## config.mk

```make
export PLATFORM = sky130hd
export DESIGN_NAME = irfc_top
export DESIGN_NICKNAME = d
export VERILOG_FILES = /design/src/irfc_top.v
export VERILOG_INCLUDE_DIRS = /design/src
export SDC_FILE = /design/constraint.sdc
export NUM_CORES = 1
export LEC_CHECK = 0
export ABC_CLOCK_PERIOD_IN_PS = 3800
export BUFFER_PORTS_ARGS = -buffer_cell sky130_fd_sc_hd__buf_2
export CAP_MARGIN = 25
export CORE_UTILIZATION = 45
export CTS_BUF_LIST = sky130_fd_sc_hd__clkbuf_8
export DETAILED_ROUTE_END_ITERATION = 7
export PLACE_DENSITY = 0.67
export SLEW_MARGIN = 15
export SYNTH_ARGS = -nofsm -noshare
export SYNTH_HDL_FRONTEND = slang
export SYNTH_SLANG_ARGS = --single-unit
```

## constraint.sdc

```tcl
create_clock -name clk_i -period 3.8 [get_ports clk_i]
set_input_delay 0.57 -clock clk_i [delete_from_list [all_inputs] [get_ports clk_i]]
set_output_delay 0.57 -clock clk_i [all_outputs]
set_load 0.005 [all_outputs]
```

## src/irfc_defs.vh

```
`ifndef IRFC_DEFS_VH
`define IRFC_DEFS_VH

// ********************************
// register indices, byte address = 4 * index
// ********************************
`define IRFC_IDX_W         5
`define IRFC_IDX_C1R       5'h06
`define IRFC_IDX_C1P       5'h07
`define IRFC_IDX_C1S       5'h08
`define IRFC_IDX_C2R       5'h09
`define IRFC_IDX_C2P       5'h0a
`define IRFC_IDX_C2S       5'h0b
`define IRFC_IDX_SIZE_LVL  5'h0c
`define IRFC_IDX_IRQ_ROUTE 5'h0d
`define IRFC_IDX_CTRL      5'h10
`define IRFC_IDX_STATUS    5'h11

// ********************************
// reset values
// ********************************
`define IRFC_RST_C1R       8'h6b
`define IRFC_RST_C1P       8'h2a
`define IRFC_RST_C1S       8'h1e
`define IRFC_RST_C2R       8'h77
`define IRFC_RST_C2P       8'h2f
`define IRFC_RST_C2S       8'h19
`define IRFC_RST_SIZE_LVL  8'h0f
`define IRFC_RST_IRQ_ROUTE 6'h00
`define IRFC_RST_CTRL      8'h00

// ********************************
// field positions
// ********************************
`define IRFC_SIZE_HI       7
`define IRFC_SIZE_LO       6
`define IRFC_LVL_HI        5
`define IRFC_LVL_LO        0
`define IRFC_RXA_HI        7
`define IRFC_RXA_LO        6
`define IRFC_RXB_HI        5
`define IRFC_RXB_LO        4
`define IRFC_TXA_BIT       3
`define IRFC_TXB_BIT       2
`define IRFC_FULL_BIT      1
`define IRFC_NEMPTY_BIT    0
`define IRFC_MODE_HI       7
`define IRFC_MODE_LO       6
`define IRFC_TXDIR_BIT     5
`define IRFC_NODE_EN_BIT   4
`define IRFC_OVR_BIT       3
`define IRFC_CHSEL_BIT     0
`define IRFC_TXLAST_BIT    7

// ********************************
// data modes and buffer sizing
// ********************************
`define IRFC_MODE_CONT     2'b00
`define IRFC_MODE_BUF      2'b01
`define IRFC_CNT_W         7
`define IRFC_SIZE_UNIT     7'h10

`endif

```

## src/irfc_top.v

```verilog
// Register access over Avalon-MM was chosen for this implementation.
`timescale 1ns/1ps
`include "irfc_defs.vh"

// Behaviour
// - channel one R, P, S dividers, 8-bit read/write, reset 0x6b, 0x2a, 0x1e.
// - channel two R, P, S dividers, 8-bit read/write, reset 0x77, 0x2f, 0x19.
// - size bits 7:6 give capacity 16, 32, 48 or 64 bytes.
// - level events assert once fill reaches B plus one bytes; reset B is 15.
// - continuous receive line a: pattern, signal level, or start detect.
// - buffered receive line a: low, byte strobe, not-empty (standby too), start detect.
// - packet receive line a: payload ready, byte strobe, not-empty (standby too).
// - packet receive code 11: node match if enabled, else start detect.
// - continuous receive line b carries the recovered bit clock, low in standby.
// - buffered receive line b: low, full, signal level, fill level (standby too).
// - packet receive line b: check pass, full (standby), signal level, fill level (standby too).
// - transmit line a: low in continuous, else level or not-empty; rise starts sending.
// - transmit line b: bit clock in continuous, else full or last-bit-sent.
// - read-only bit 1 of routing register shows buffer full.
// - read-only bit 0 of routing register reads low while buffer empty.
// - channel select picks first (0) or second (1) divider set.
// - last-bit-sent reads 0 while shifting out, 1 after the final bit.
// - writing overflow clear empties buffer; in packet mode also rearms packet.
module irfc_top (
    input  wire        clk_i,
    input  wire        rst_b_i,
    input  wire [6:0]  avs_address_i,
    input  wire        avs_read_i,
    input  wire        avs_write_i,
    input  wire [31:0] avs_writedata_i,
    input  wire [3:0]  avs_byteenable_i,
    output wire [31:0] avs_readdata_o,
    output wire        avs_waitrequest_o,
    input  wire        buf_push_i,
    input  wire        buf_pop_i,
    input  wire        standby_i,
    input  wire        pattern_i,
    input  wire        signal_level_event_i,
    input  wire        start_detect_i,
    input  wire        payload_ready_i,
    input  wire        node_match_i,
    input  wire        check_pass_i,
    input  wire        recovered_bit_clock_i,
    input  wire        tx_last_bit_i,
    output wire        host_int_line_a_o,
    output wire        host_int_line_b_o,
    output wire        tx_start_o,
    output wire        packet_rearm_o,
    output wire [7:0]  synth_r_o,
    output wire [7:0]  synth_p_o,
    output wire [7:0]  synth_s_o
);

    // ********************************
    // reset release
    // ********************************
    reg        rst_meta_r;
    reg        rst_sync_r;

    always @(posedge clk_i or negedge rst_b_i) begin
        if (!rst_b_i) begin
            rst_meta_r <= 1'b0;
            rst_sync_r <= 1'b0;
        end else begin
            rst_meta_r <= 1'b1;
            rst_sync_r <= rst_meta_r;
        end
    end

    wire       rst_b = rst_sync_r;

    // ********************************
    // bus slave
    // ********************************
    // one wait cycle lets read data come from a flop
    reg        ack_r;
    reg [7:0]  rdata_r;
    wire       req = avs_read_i | avs_write_i;
    wire [4:0] idx = avs_address_i[6:2];
    wire       aligned = (avs_address_i[1:0] == 2'b00);
    wire       wr_en = avs_write_i & ack_r & aligned & avs_byteenable_i[0];

    assign avs_waitrequest_o = req & ~ack_r;
    assign avs_readdata_o    = {24'h000000, rdata_r};

    always @(posedge clk_i or negedge rst_b) begin
        if (!rst_b) begin
            ack_r <= 1'b0;
        end else begin
            ack_r <= req & ~ack_r;
        end
    end

    // ********************************
    // registers
    // ********************************
    reg  [7:0] c1r_r;
    reg  [7:0] c1p_r;
    reg  [7:0] c1s_r;
    reg  [7:0] c2r_r;
    reg  [7:0] c2p_r;
    reg  [7:0] c2s_r;
    reg  [7:0] size_lvl_r;
    reg  [5:0] route_r;
    reg  [7:0] ctrl_r;
    reg        ovr_clr_r;
    wire [7:0] wd = avs_writedata_i[7:0];

    always @(posedge clk_i or negedge rst_b) begin
        if (!rst_b) begin
            c1r_r      <= `IRFC_RST_C1R;
            c1p_r      <= `IRFC_RST_C1P;
            c1s_r      <= `IRFC_RST_C1S;
            c2r_r      <= `IRFC_RST_C2R;
            c2p_r      <= `IRFC_RST_C2P;
            c2s_r      <= `IRFC_RST_C2S;
            size_lvl_r <= `IRFC_RST_SIZE_LVL;
            route_r    <= `IRFC_RST_IRQ_ROUTE;
            ctrl_r     <= `IRFC_RST_CTRL;
            ovr_clr_r  <= 1'b0;
        end else begin
            ovr_clr_r <= 1'b0;
            if (wr_en) begin
                case (idx)
                    `IRFC_IDX_C1R:       c1r_r      <= wd;
                    `IRFC_IDX_C1P:       c1p_r      <= wd;
                    `IRFC_IDX_C1S:       c1s_r      <= wd;
                    `IRFC_IDX_C2R:       c2r_r      <= wd;
                    `IRFC_IDX_C2P:       c2p_r      <= wd;
                    `IRFC_IDX_C2S:       c2s_r      <= wd;
                    `IRFC_IDX_SIZE_LVL:  size_lvl_r <= wd;
                    `IRFC_IDX_IRQ_ROUTE: route_r    <= wd[7:2];
                    `IRFC_IDX_CTRL: begin
                        // overflow clear is a strobe, never stored
                        ctrl_r    <= {wd[7:4], 1'b0, wd[2:0]};
                        ovr_clr_r <= wd[`IRFC_OVR_BIT];
                    end
                    default:             ctrl_r     <= ctrl_r;
                endcase
            end
        end
    end

    wire [1:0] data_mode = ctrl_r[`IRFC_MODE_HI:`IRFC_MODE_LO];
    wire       tx_dir    = ctrl_r[`IRFC_TXDIR_BIT];
    wire       node_en   = ctrl_r[`IRFC_NODE_EN_BIT];
    wire       chan_sel  = ctrl_r[`IRFC_CHSEL_BIT];
    wire       mode_cont = (data_mode == `IRFC_MODE_CONT);
    wire       mode_buf  = (data_mode == `IRFC_MODE_BUF);
    wire       mode_pkt  = data_mode[1];

    // ********************************
    // synthesizer divider select
    // ********************************
    reg  [7:0] syn_r_r;
    reg  [7:0] syn_p_r;
    reg  [7:0] syn_s_r;

    always @(posedge clk_i or negedge rst_b) begin
        if (!rst_b) begin
            syn_r_r <= `IRFC_RST_C1R;
            syn_p_r <= `IRFC_RST_C1P;
            syn_s_r <= `IRFC_RST_C1S;
        end else begin
            syn_r_r <= chan_sel ? c2r_r : c1r_r;
            syn_p_r <= chan_sel ? c2p_r : c1p_r;
            syn_s_r <= chan_sel ? c2s_r : c1s_r;
        end
    end

    assign synth_r_o = syn_r_r;
    assign synth_p_o = syn_p_r;
    assign synth_s_o = syn_s_r;

    // ********************************
    // buffer fill tracking
    // ********************************
    reg  [6:0] fill_r;
    reg  [6:0] fill_nxt;
    wire [6:0] cap;
    wire [6:0] lvl_bytes;
    wire       buf_full;
    wire       buf_nempty;
    wire       fill_event;

    assign cap = {3'b000, size_lvl_r[`IRFC_SIZE_HI:`IRFC_SIZE_LO], 2'b00} * 7'h04
               + `IRFC_SIZE_UNIT;
    assign lvl_bytes  = {1'b0, size_lvl_r[`IRFC_LVL_HI:`IRFC_LVL_LO]} + 7'h01;
    assign buf_full   = (fill_r >= cap);
    assign buf_nempty = (fill_r != 7'h00);
    assign fill_event = (fill_r >= lvl_bytes);

    always @* begin
        fill_nxt = fill_r;
        if (ovr_clr_r) begin
            // a byte landing with the clear is kept
            fill_nxt = buf_push_i ? 7'h01 : 7'h00;
        end else if (buf_push_i & ~buf_full & ~(buf_pop_i & buf_nempty)) begin
            fill_nxt = fill_r + 7'h01;
        end else if (buf_pop_i & buf_nempty & ~buf_push_i) begin
            fill_nxt = fill_r - 7'h01;
        end
    end

    always @(posedge clk_i or negedge rst_b) begin
        if (!rst_b) begin
            fill_r <= 7'h00;
        end else begin
            fill_r <= fill_nxt;
        end
    end

    reg        rearm_r;

    always @(posedge clk_i or negedge rst_b) begin
        if (!rst_b) begin
            rearm_r <= 1'b0;
        end else begin
            rearm_r <= ovr_clr_r & mode_pkt;
        end
    end

    assign packet_rearm_o = rearm_r;

    // ********************************
    // interrupt line routing
    // ********************************
    wire [1:0] rxa_sel = route_r[`IRFC_RXA_HI-2:`IRFC_RXA_LO-2];
    wire [1:0] rxb_sel = route_r[`IRFC_RXB_HI-2:`IRFC_RXB_LO-2];
    wire       txa_sel = route_r[`IRFC_TXA_BIT-2];
    wire       txb_sel = route_r[`IRFC_TXB_BIT-2];
    reg        line_a_nxt;
    reg        line_b_nxt;
    reg        sb_a_ok;
    reg        sb_b_ok;

    // recomputed every cycle from live mode, direction and fields
    always @* begin
        line_a_nxt = 1'b0;
        line_b_nxt = 1'b0;
        sb_a_ok    = 1'b0;
        sb_b_ok    = 1'b0;
        if (tx_dir) begin
            if (mode_cont) begin
                line_a_nxt = 1'b0;
                line_b_nxt = recovered_bit_clock_i;
            end else begin
                line_a_nxt = txa_sel ? buf_nempty : fill_event;
                line_b_nxt = txb_sel ? tx_last_bit_i : buf_full;
            end
        end else if (mode_cont) begin
            case (rxa_sel)
                2'b00: begin
                    line_a_nxt = pattern_i;
                end
                2'b01: begin
                    line_a_nxt = signal_level_event_i;
                end
                default: begin
                    line_a_nxt = start_detect_i;
                end
            endcase
            line_b_nxt = recovered_bit_clock_i;
        end else if (mode_buf) begin
            case (rxa_sel)
                2'b00: begin
                    line_a_nxt = 1'b0;
                end
                2'b01: begin
                    line_a_nxt = buf_push_i;
                end
                2'b10: begin
                    line_a_nxt = buf_nempty;
                    sb_a_ok    = 1'b1;
                end
                default: begin
                    line_a_nxt = start_detect_i;
                end
            endcase
            case (rxb_sel)
                2'b00: begin
                    line_b_nxt = 1'b0;
                end
                2'b01: begin
                    line_b_nxt = buf_full;
                end
                2'b10: begin
                    line_b_nxt = signal_level_event_i;
                end
                default: begin
                    line_b_nxt = fill_event;
                    sb_b_ok    = 1'b1;
                end
            endcase
        end else begin
            case (rxa_sel)
                2'b00: begin
                    line_a_nxt = payload_ready_i;
                end
                2'b01: begin
                    line_a_nxt = buf_push_i;
                end
                2'b10: begin
                    line_a_nxt = buf_nempty;
                    sb_a_ok    = 1'b1;
                end
                default: begin
                    line_a_nxt = node_en ? node_match_i : start_detect_i;
                end
            endcase
            case (rxb_sel)
                2'b00: begin
                    line_b_nxt = check_pass_i;
                end
                2'b01: begin
                    line_b_nxt = buf_full;
                    sb_b_ok    = 1'b1;
                end
                2'b10: begin
                    line_b_nxt = signal_level_event_i;
                end
                default: begin
                    line_b_nxt = fill_event;
                    sb_b_ok    = 1'b1;
                end
            endcase
        end
        // in standby only the flagged receive sources stay live
        if (standby_i & ~tx_dir & ~sb_a_ok) begin
            line_a_nxt = 1'b0;
        end
        if (standby_i & ~tx_dir & ~sb_b_ok) begin
            line_b_nxt = 1'b0;
        end
    end

    reg        line_a_r;
    reg        line_b_r;
    reg        tx_start_r;

    always @(posedge clk_i or negedge rst_b) begin
        if (!rst_b) begin
            line_a_r   <= 1'b0;
            line_b_r   <= 1'b0;
            tx_start_r <= 1'b0;
        end else begin
            line_a_r   <= line_a_nxt;
            line_b_r   <= line_b_nxt;
            // sending kicks off on the rising edge of line a
            tx_start_r <= tx_dir & ~mode_cont & line_a_nxt & ~line_a_r;
        end
    end

    assign host_int_line_a_o = line_a_r;
    assign host_int_line_b_o = line_b_r;
    assign tx_start_o        = tx_start_r;

    // ********************************
    // read path
    // ********************************
    reg  [7:0] rd_mux;

    always @* begin
        rd_mux = 8'h00;
        if (aligned) begin
            case (idx)
                `IRFC_IDX_C1R:       rd_mux = c1r_r;
                `IRFC_IDX_C1P:       rd_mux = c1p_r;
                `IRFC_IDX_C1S:       rd_mux = c1s_r;
                `IRFC_IDX_C2R:       rd_mux = c2r_r;
                `IRFC_IDX_C2P:       rd_mux = c2p_r;
                `IRFC_IDX_C2S:       rd_mux = c2s_r;
                `IRFC_IDX_SIZE_LVL:  rd_mux = size_lvl_r;
                `IRFC_IDX_IRQ_ROUTE: rd_mux = {route_r, buf_full, buf_nempty};
                `IRFC_IDX_CTRL:      rd_mux = ctrl_r;
                `IRFC_IDX_STATUS:    rd_mux = {tx_last_bit_i, fill_r};
                default:             rd_mux = 8'h00;
            endcase
        end
    end

    always @(posedge clk_i or negedge rst_b) begin
        if (!rst_b) begin
            rdata_r <= 8'h00;
        end else if (avs_read_i & ~ack_r) begin
            rdata_r <= rd_mux;
        end
    end

endmodule // irfc_top

```

======== After elaboration in Yosys (flattened, before gate mapping) ========
Cells that the tools add are included.
word-level totals
  input bits .............................. 58
  output and inout bits ................... 61
  bits in registers ....................... 116
operators by class
  reduce and logical (&&, ||, !) cells .... 17
  add/sub/neg operators ................... 4
  muxes and demuxes ....................... 37
  equal/unequal tests ..................... 15
  magnitude comparators ................... 2
  bitwise logic cells ..................... 26
operators with widths
  cell                   number
  $pmux W8 S10           1
  $mux W8                4
  $eq A5 B4 Y1 const B   6
  $mux W1                24
  $mux W7                3
  $reduce_and A2 Y1      9
  $and A1 B1 Y1          16
  $ge A7 B7 Y1           2
  $pmux W1 S3            4
  $eq A5 B3 Y1 const B   2
  $eq A5 B5 Y1 const B   2
  $not A1 Y1             9
  $logic_not A2 Y1       4
  $add A6 B1 Y7 const B  1
  $add A6 B5 Y7 const B  1
  $add A7 B1 Y7 const B  1
  $reduce_bool A7 Y1     1
  $sub A7 B1 Y7 const B  1
  $eq A2 B1 Y1 const B   3
  $eq A2 B2 Y1 const B   2
  $reduce_bool A3 Y1     1
  $reduce_or A3 Y1       1
  $pmux W1 S2            1
  $reduce_or A2 Y1       1
  $or A1 B1 Y1           1

======== Logic depth before layout (Yosys ltp) ========
  depth after elaboration ................. 9
  mapped depth ............................ 14
  mapped depth without buffers ............ 14

======== Least setup slack after synthesis ========
No wires, ideal clock.
  path kind ............................... register to register
  start point ............................. register size_lvl_r[6]
  end point ............................... register fill_r[6]
  slack ................................... 0.302 ns
  stages on the path, launching flop included .. 15
  clock period less this slack ............ 3.498 ns
  setup time .............................. 0.118 ns
  arrival ................................. 3.380 ns
  path through ............................ dfrtp_1 -> ha_1 -> inv_1 -> ha_1 -> and2b_2 -> a311o_2 -> a2111oi_4 -> inv_1 -> ha_1 -> or2b_2 -> a21oi_1 -> o22ai_1 -> mux2i_1 -> xor2_1 -> nor2_1
on the way
  word-level cells in the longest chain between the ends .. 7
RTL lines
  element                           line            text
  start: declaration                irfc_top.v:103  reg [7:0] size_lvl_r;
  start signal: assignment          irfc_top.v:117  size_lvl_r <= `IRFC_RST_SIZE_LVL;
  start signal: assignment          irfc_top.v:131  `IRFC_IDX_SIZE_LVL: size_lvl_r <= wd;
  $add A6 B5 Y7 (no source line) *  --
  $ge A7 B7 Y1 *                    irfc_top.v:189  assign buf_full = (fill_r >= cap);
  $not A1 Y1 *                      irfc_top.v:198  end else if (buf_push_i & ~buf_full & ~(buf_pop_i & buf_nempty)) begin
  $and A1 B1 Y1 * (2 in a row)      irfc_top.v:198
  $mux W7                           irfc_top.v:198
  $mux W7                           irfc_top.v:195  if (ovr_clr_r) begin
  end signal: assignment            irfc_top.v:209  fill_r <= fill_nxt;
  end: declaration                  irfc_top.v:178  reg [6:0] fill_r;
Every way passes the cells marked *; elsewhere a longest branch is shown, timed or not.
A chain may end at the register's enable or synchronous reset.

======== Worst setup path in the final report ========
Same ends and word-level chain as after synthesis.

==> metrics.md <==
| Metric | Value |
|---|---|
| Outcome | finished, final reports clean |
| M2 GR Usage | between 30% and 40% |
| Area Overhead vs Synth | 15.2% |
| First-pass DRT Iterations | 5 |
| Global route hottest layer | met2 |
| Worst Max-Slew Pin Slew | ~0.81 ns |
| Synth Area in XOR/XNOR | under 10% |
| First DRT Iteration DRCs | between 150 and 200 |
| Vias in the first global route | roughly 4300 |
| Layout cells sized above 1 | a little under half |
| Largest net degree at the start of global routing | 44 |
| Slew Limit Fails | 0 |
| Worst Setup EP | fill_r[6] |
| R2R Path Start | size_lvl_r[6] |
| I/O pin cnt | between 100 and 150 |
| Root Buffer | clkbuf_8 |
| TNS Setup | 0 ns |
| Die ar. | 13600 um^2 |
| Post-synth top flop | dfrtp_1 |
| First-pass GRT wire length | roughly 23000 um |
| Num CTS Buffers | 17 |
| WP data arrival | approximately 4 ns |
| R2r endpoint | fill_r[6] |
| WL final | 14600 um |
| Max Freq | around 0.28 GHz |
| I/O Buffers | 67 |
| Worst endpoint required time | between 4 and 5 ns |
| CP max FO | 6 |
| Synth warn | 0 |
| Met3 Use GR | under 10% |
| Total number of vias | between 4000 and 5000 |
| CTS tree | built |
| Post-synthesis compound-gate area fraction | between 10% and 20% |
| Clock Tree Buf Depth | 2 |
| Yosys reg bits | ~120 |
| Adder-cell area share of the yosys netlist | between 4 and 5% |
| Fillcell total | around 1100 |
| Worst vdd ir | about 0.00027 V |
| Fin nets | ~630 |
| Post-synthesis mux area share | between 10% and 20% |
| R2R depth | 14 |
| Syn_area_per_cell | 12.4 um^2 |
| Clk pin slew, worst setup/hold paths | approximately 0.070 ns |
| GRT Total Usage | between 20% and 30% |
| EDFF count, synth | 0 |
| DR DRC count | 0 |
| CP Class | reg -> reg |
| PD cells | 481 nW/um^2 |
| Unrepaired setup endpoints after global routing | no |
| Vias per inst | about 5.6 |
| Initial Utilization | a little under half |
| Post-Synth Simple-Gate Area | roughly 7.6% |
| Floorplan core area | approximately 13000 um^2 |
| Chip height | ~120 um |
| Avg WL per Cell | 19.7 um |
| Critical path origin | size_lvl_r[6] |
| Diode count | 0 |
| Critical Path Source Type | flop |
| Critical path endpoint category | flop |
| Clk Latency, worst-skew pair | approximately 0.44 ns |
| Post-Synthesis Cells | ~470 |
| Area occupied by multi-input gates | approximately 2700 um^2 |
| Worst Hold Class | reg -> async |
| Register Area | 2960 um^2 |
| Global route overflow | 0 |
| Headroom to the max-slew limit | 45.7% |
| Post-DRT Antenna Nets | 0 |
| Final Util | roughly 53% |
| FF-to-FF setup slack | 0.18 ns |
| Min Tclk post-route | approximately 3.6 ns |
| Maximum capacitance violations | 0 |
| H-tree levels | 4 |
| # rows | 41 |
| Dpl hpwl | ~10000 um |
| Final Skew | between 0.01 and 0.015 ns |
| Cell area after synthesis | approximately 5900 um^2 |
| Distinct cells, synth | 64 |
| Leakage power | approximately 3.2 nW |
| Sequential share of the synthesized area | roughly 50% |
| GR met1 Demand/Resource | between 30% and 40% |
| Final setup violation count | 0 |
| Main combinational cell family by area after synthesis | multiplexers |
| Die X | between 100 and 150 um |
| Final Hold Vio Count | 0 |
| Clk sinks | 116 |
| Crit share post-route | 95.2% |
| Initial antenna violation count | 0 |
| Gpl congestion | between 0.8 and 0.9 |
| Asr flop ratio synth | 100% |
critical path, stage by stage, from the launching register on:
cell	delay, ns
dfrtp_1	0.41
ha_1	0.31
inv_1	0.05
ha_1	0.28
and2b_2	0.20
a311o_2	0.39
a2111oi_4	0.40
inv_2	0.13
ha_1	0.34
or2b_2	0.33
a21oi_2	0.15
o22ai_1	0.11
mux2i_1	0.20
xor2_1	0.17
nor2_1	0.05
where the power goes:
part / internal [mW] / switching (mW)
combinational: 0.295 / 0.355
sequential: 1.31 / 0.122
clock: 0.689 / 0.497
logic make-up after synthesis:
| kind of cell | after synthesis |
|---|---|
| fa+ha+maj | 19 |
| flops | 116 |
| xor+xnor | 8 |
| other cells | 2 |
| compound gates | 99 |
| buf+inv | 54 |
| simple gates | 77 |
| mux | 99 |
per-stage QoR:
stage               cell area [um^2]  power (mW)  cells  setup WS [ns]  hold slack (ns)
floorplan                       5990        1.91    497          0.302            0.274
global placement                6370        2.05    709          0.194            0.334
detailed placement              6370        2.09    709          0.115            0.337
CTS                             6790        3.28    741         0.0879            0.350
global route                    6800        3.45    741         0.0364            0.372
finish                          6800        3.27    741          0.183            0.324
synthesized netlist by cell type (3+ instances only):
master    instances  area (um^2)
mux2_2           94         1060
dfrtp_1          74         1850
dfstp_2          42         1100
buf_4            24          180
nand2_1          20         75.1
ha_1             18          225
inv_1            15         56.3
o21ai_0          15         75.1
a22oi_1          14          105
nor2_1           14         52.6
a21oi_1          13         65.1
a221oi_1         12          105
a22o_1           11         96.3
clkbuf_1          9         33.8
a21o_1            8         60.1
nand3_1           8         40.0
a31oi_1           5         31.3
xor2_1            5         43.8
mux2i_1           4         40.0
nor3_1            4         20.0
and3_1            3         18.8
buf_2             3         15.0
nand2b_1          3         18.8
nand3b_1          3         22.5
nor4_2            3         37.5
o21a_1            3         22.5
xnor2_1           3         26.3
layer usage:
| layer | share of wire, % | wire, um | vias to the layer above |
|---|---|---|---|
| met5 | 0 | 0 | - |
| met4 | 2.8 | 415 | 0 |
| met3 | 6.2 | 910 | 35 |
| met2 | 47 | 6810 | 150 |
| met1 | 44 | 6440 | 2080 |
| li1 | - | - | 1874 |
registers in the layout (all words and copies together), names as in the netlist, 6 cells and up:
| register | flops |
|---|---|
| c2p_r | 8 |
| synth_r_o | 8 |
| synth_s_o | 8 |
| rdata_r | 8 |
| c1p_r | 8 |
| c2s_r | 8 |
| c2r_r | 8 |
| size_lvl_r | 8 |
| synth_p_o | 8 |
| fill_r | 7 |
| route_r | 6 |
| ctrl_r | 7 |
| c1s_r | 8 |
| c1r_r | 8 |
cell type report:
class                   instances  share of cell area, %
clock buffers                  20                   4.05
clock inverters                11                   1.99
inverters                      15                  0.828
multi-input cells             327                   40.0
flip-flops and latches        116                   43.5
well taps                     172                   3.17
repair buffers                 80                   6.41
cell usage in the layout (no fill, tap or decap), drive strengths merged, types with 5 or more instances in the layout:
| master | Yosys | final |
|---|---|---|
| a221oi | 12 | 12 |
| buf | 30 | 79 |
| a22o | 11 | 11 |
| nand2 | 21 | 21 |
| dfrtp | 74 | 74 |
| clkinv | 0 | 6 |
| conb | 2 | 25 |
| xor2 | 5 | 5 |
| a22oi | 14 | 14 |
| nor2 | 16 | 16 |
| dfstp | 42 | 42 |
| a21o | 9 | 9 |
| mux2 | 94 | 94 |
| ha | 18 | 18 |
| inv | 15 | 16 |
| a21oi | 14 | 14 |
| clkbuf | 9 | 20 |
| a31oi | 5 | 5 |
| nand3 | 8 | 8 |
| o21ai | 18 | 18 |
how the worst min path moves through the flow:
stage               slack (ns)  startpoint  cells past startpoint      endpoint
detailed placement        0.34  rst_meta_r                      0         rst_b
CTS                       0.35       rst_b                      0  synth_p_o[6]
floorplan                 0.27     rst_b_i                      0         rst_b
global route              0.37  rst_meta_r                      0         rst_b
finish                    0.32       rst_b                      0  synth_p_o[6]
global placement          0.33       rst_b                      0      c1s_r[6]
what timing repair did:
| action | CTS | global route |
|---|---|---|
| hold endpoints to repair | 2 | 0 |
| hold buffers | 1 | 0 |
| resized for setup | 0 | 2 |
| setup buffers | 0 | 0 |
| setup endpoints to repair | 0 | 1 |
No activity file was read; power rests on OpenSTA's default activity.
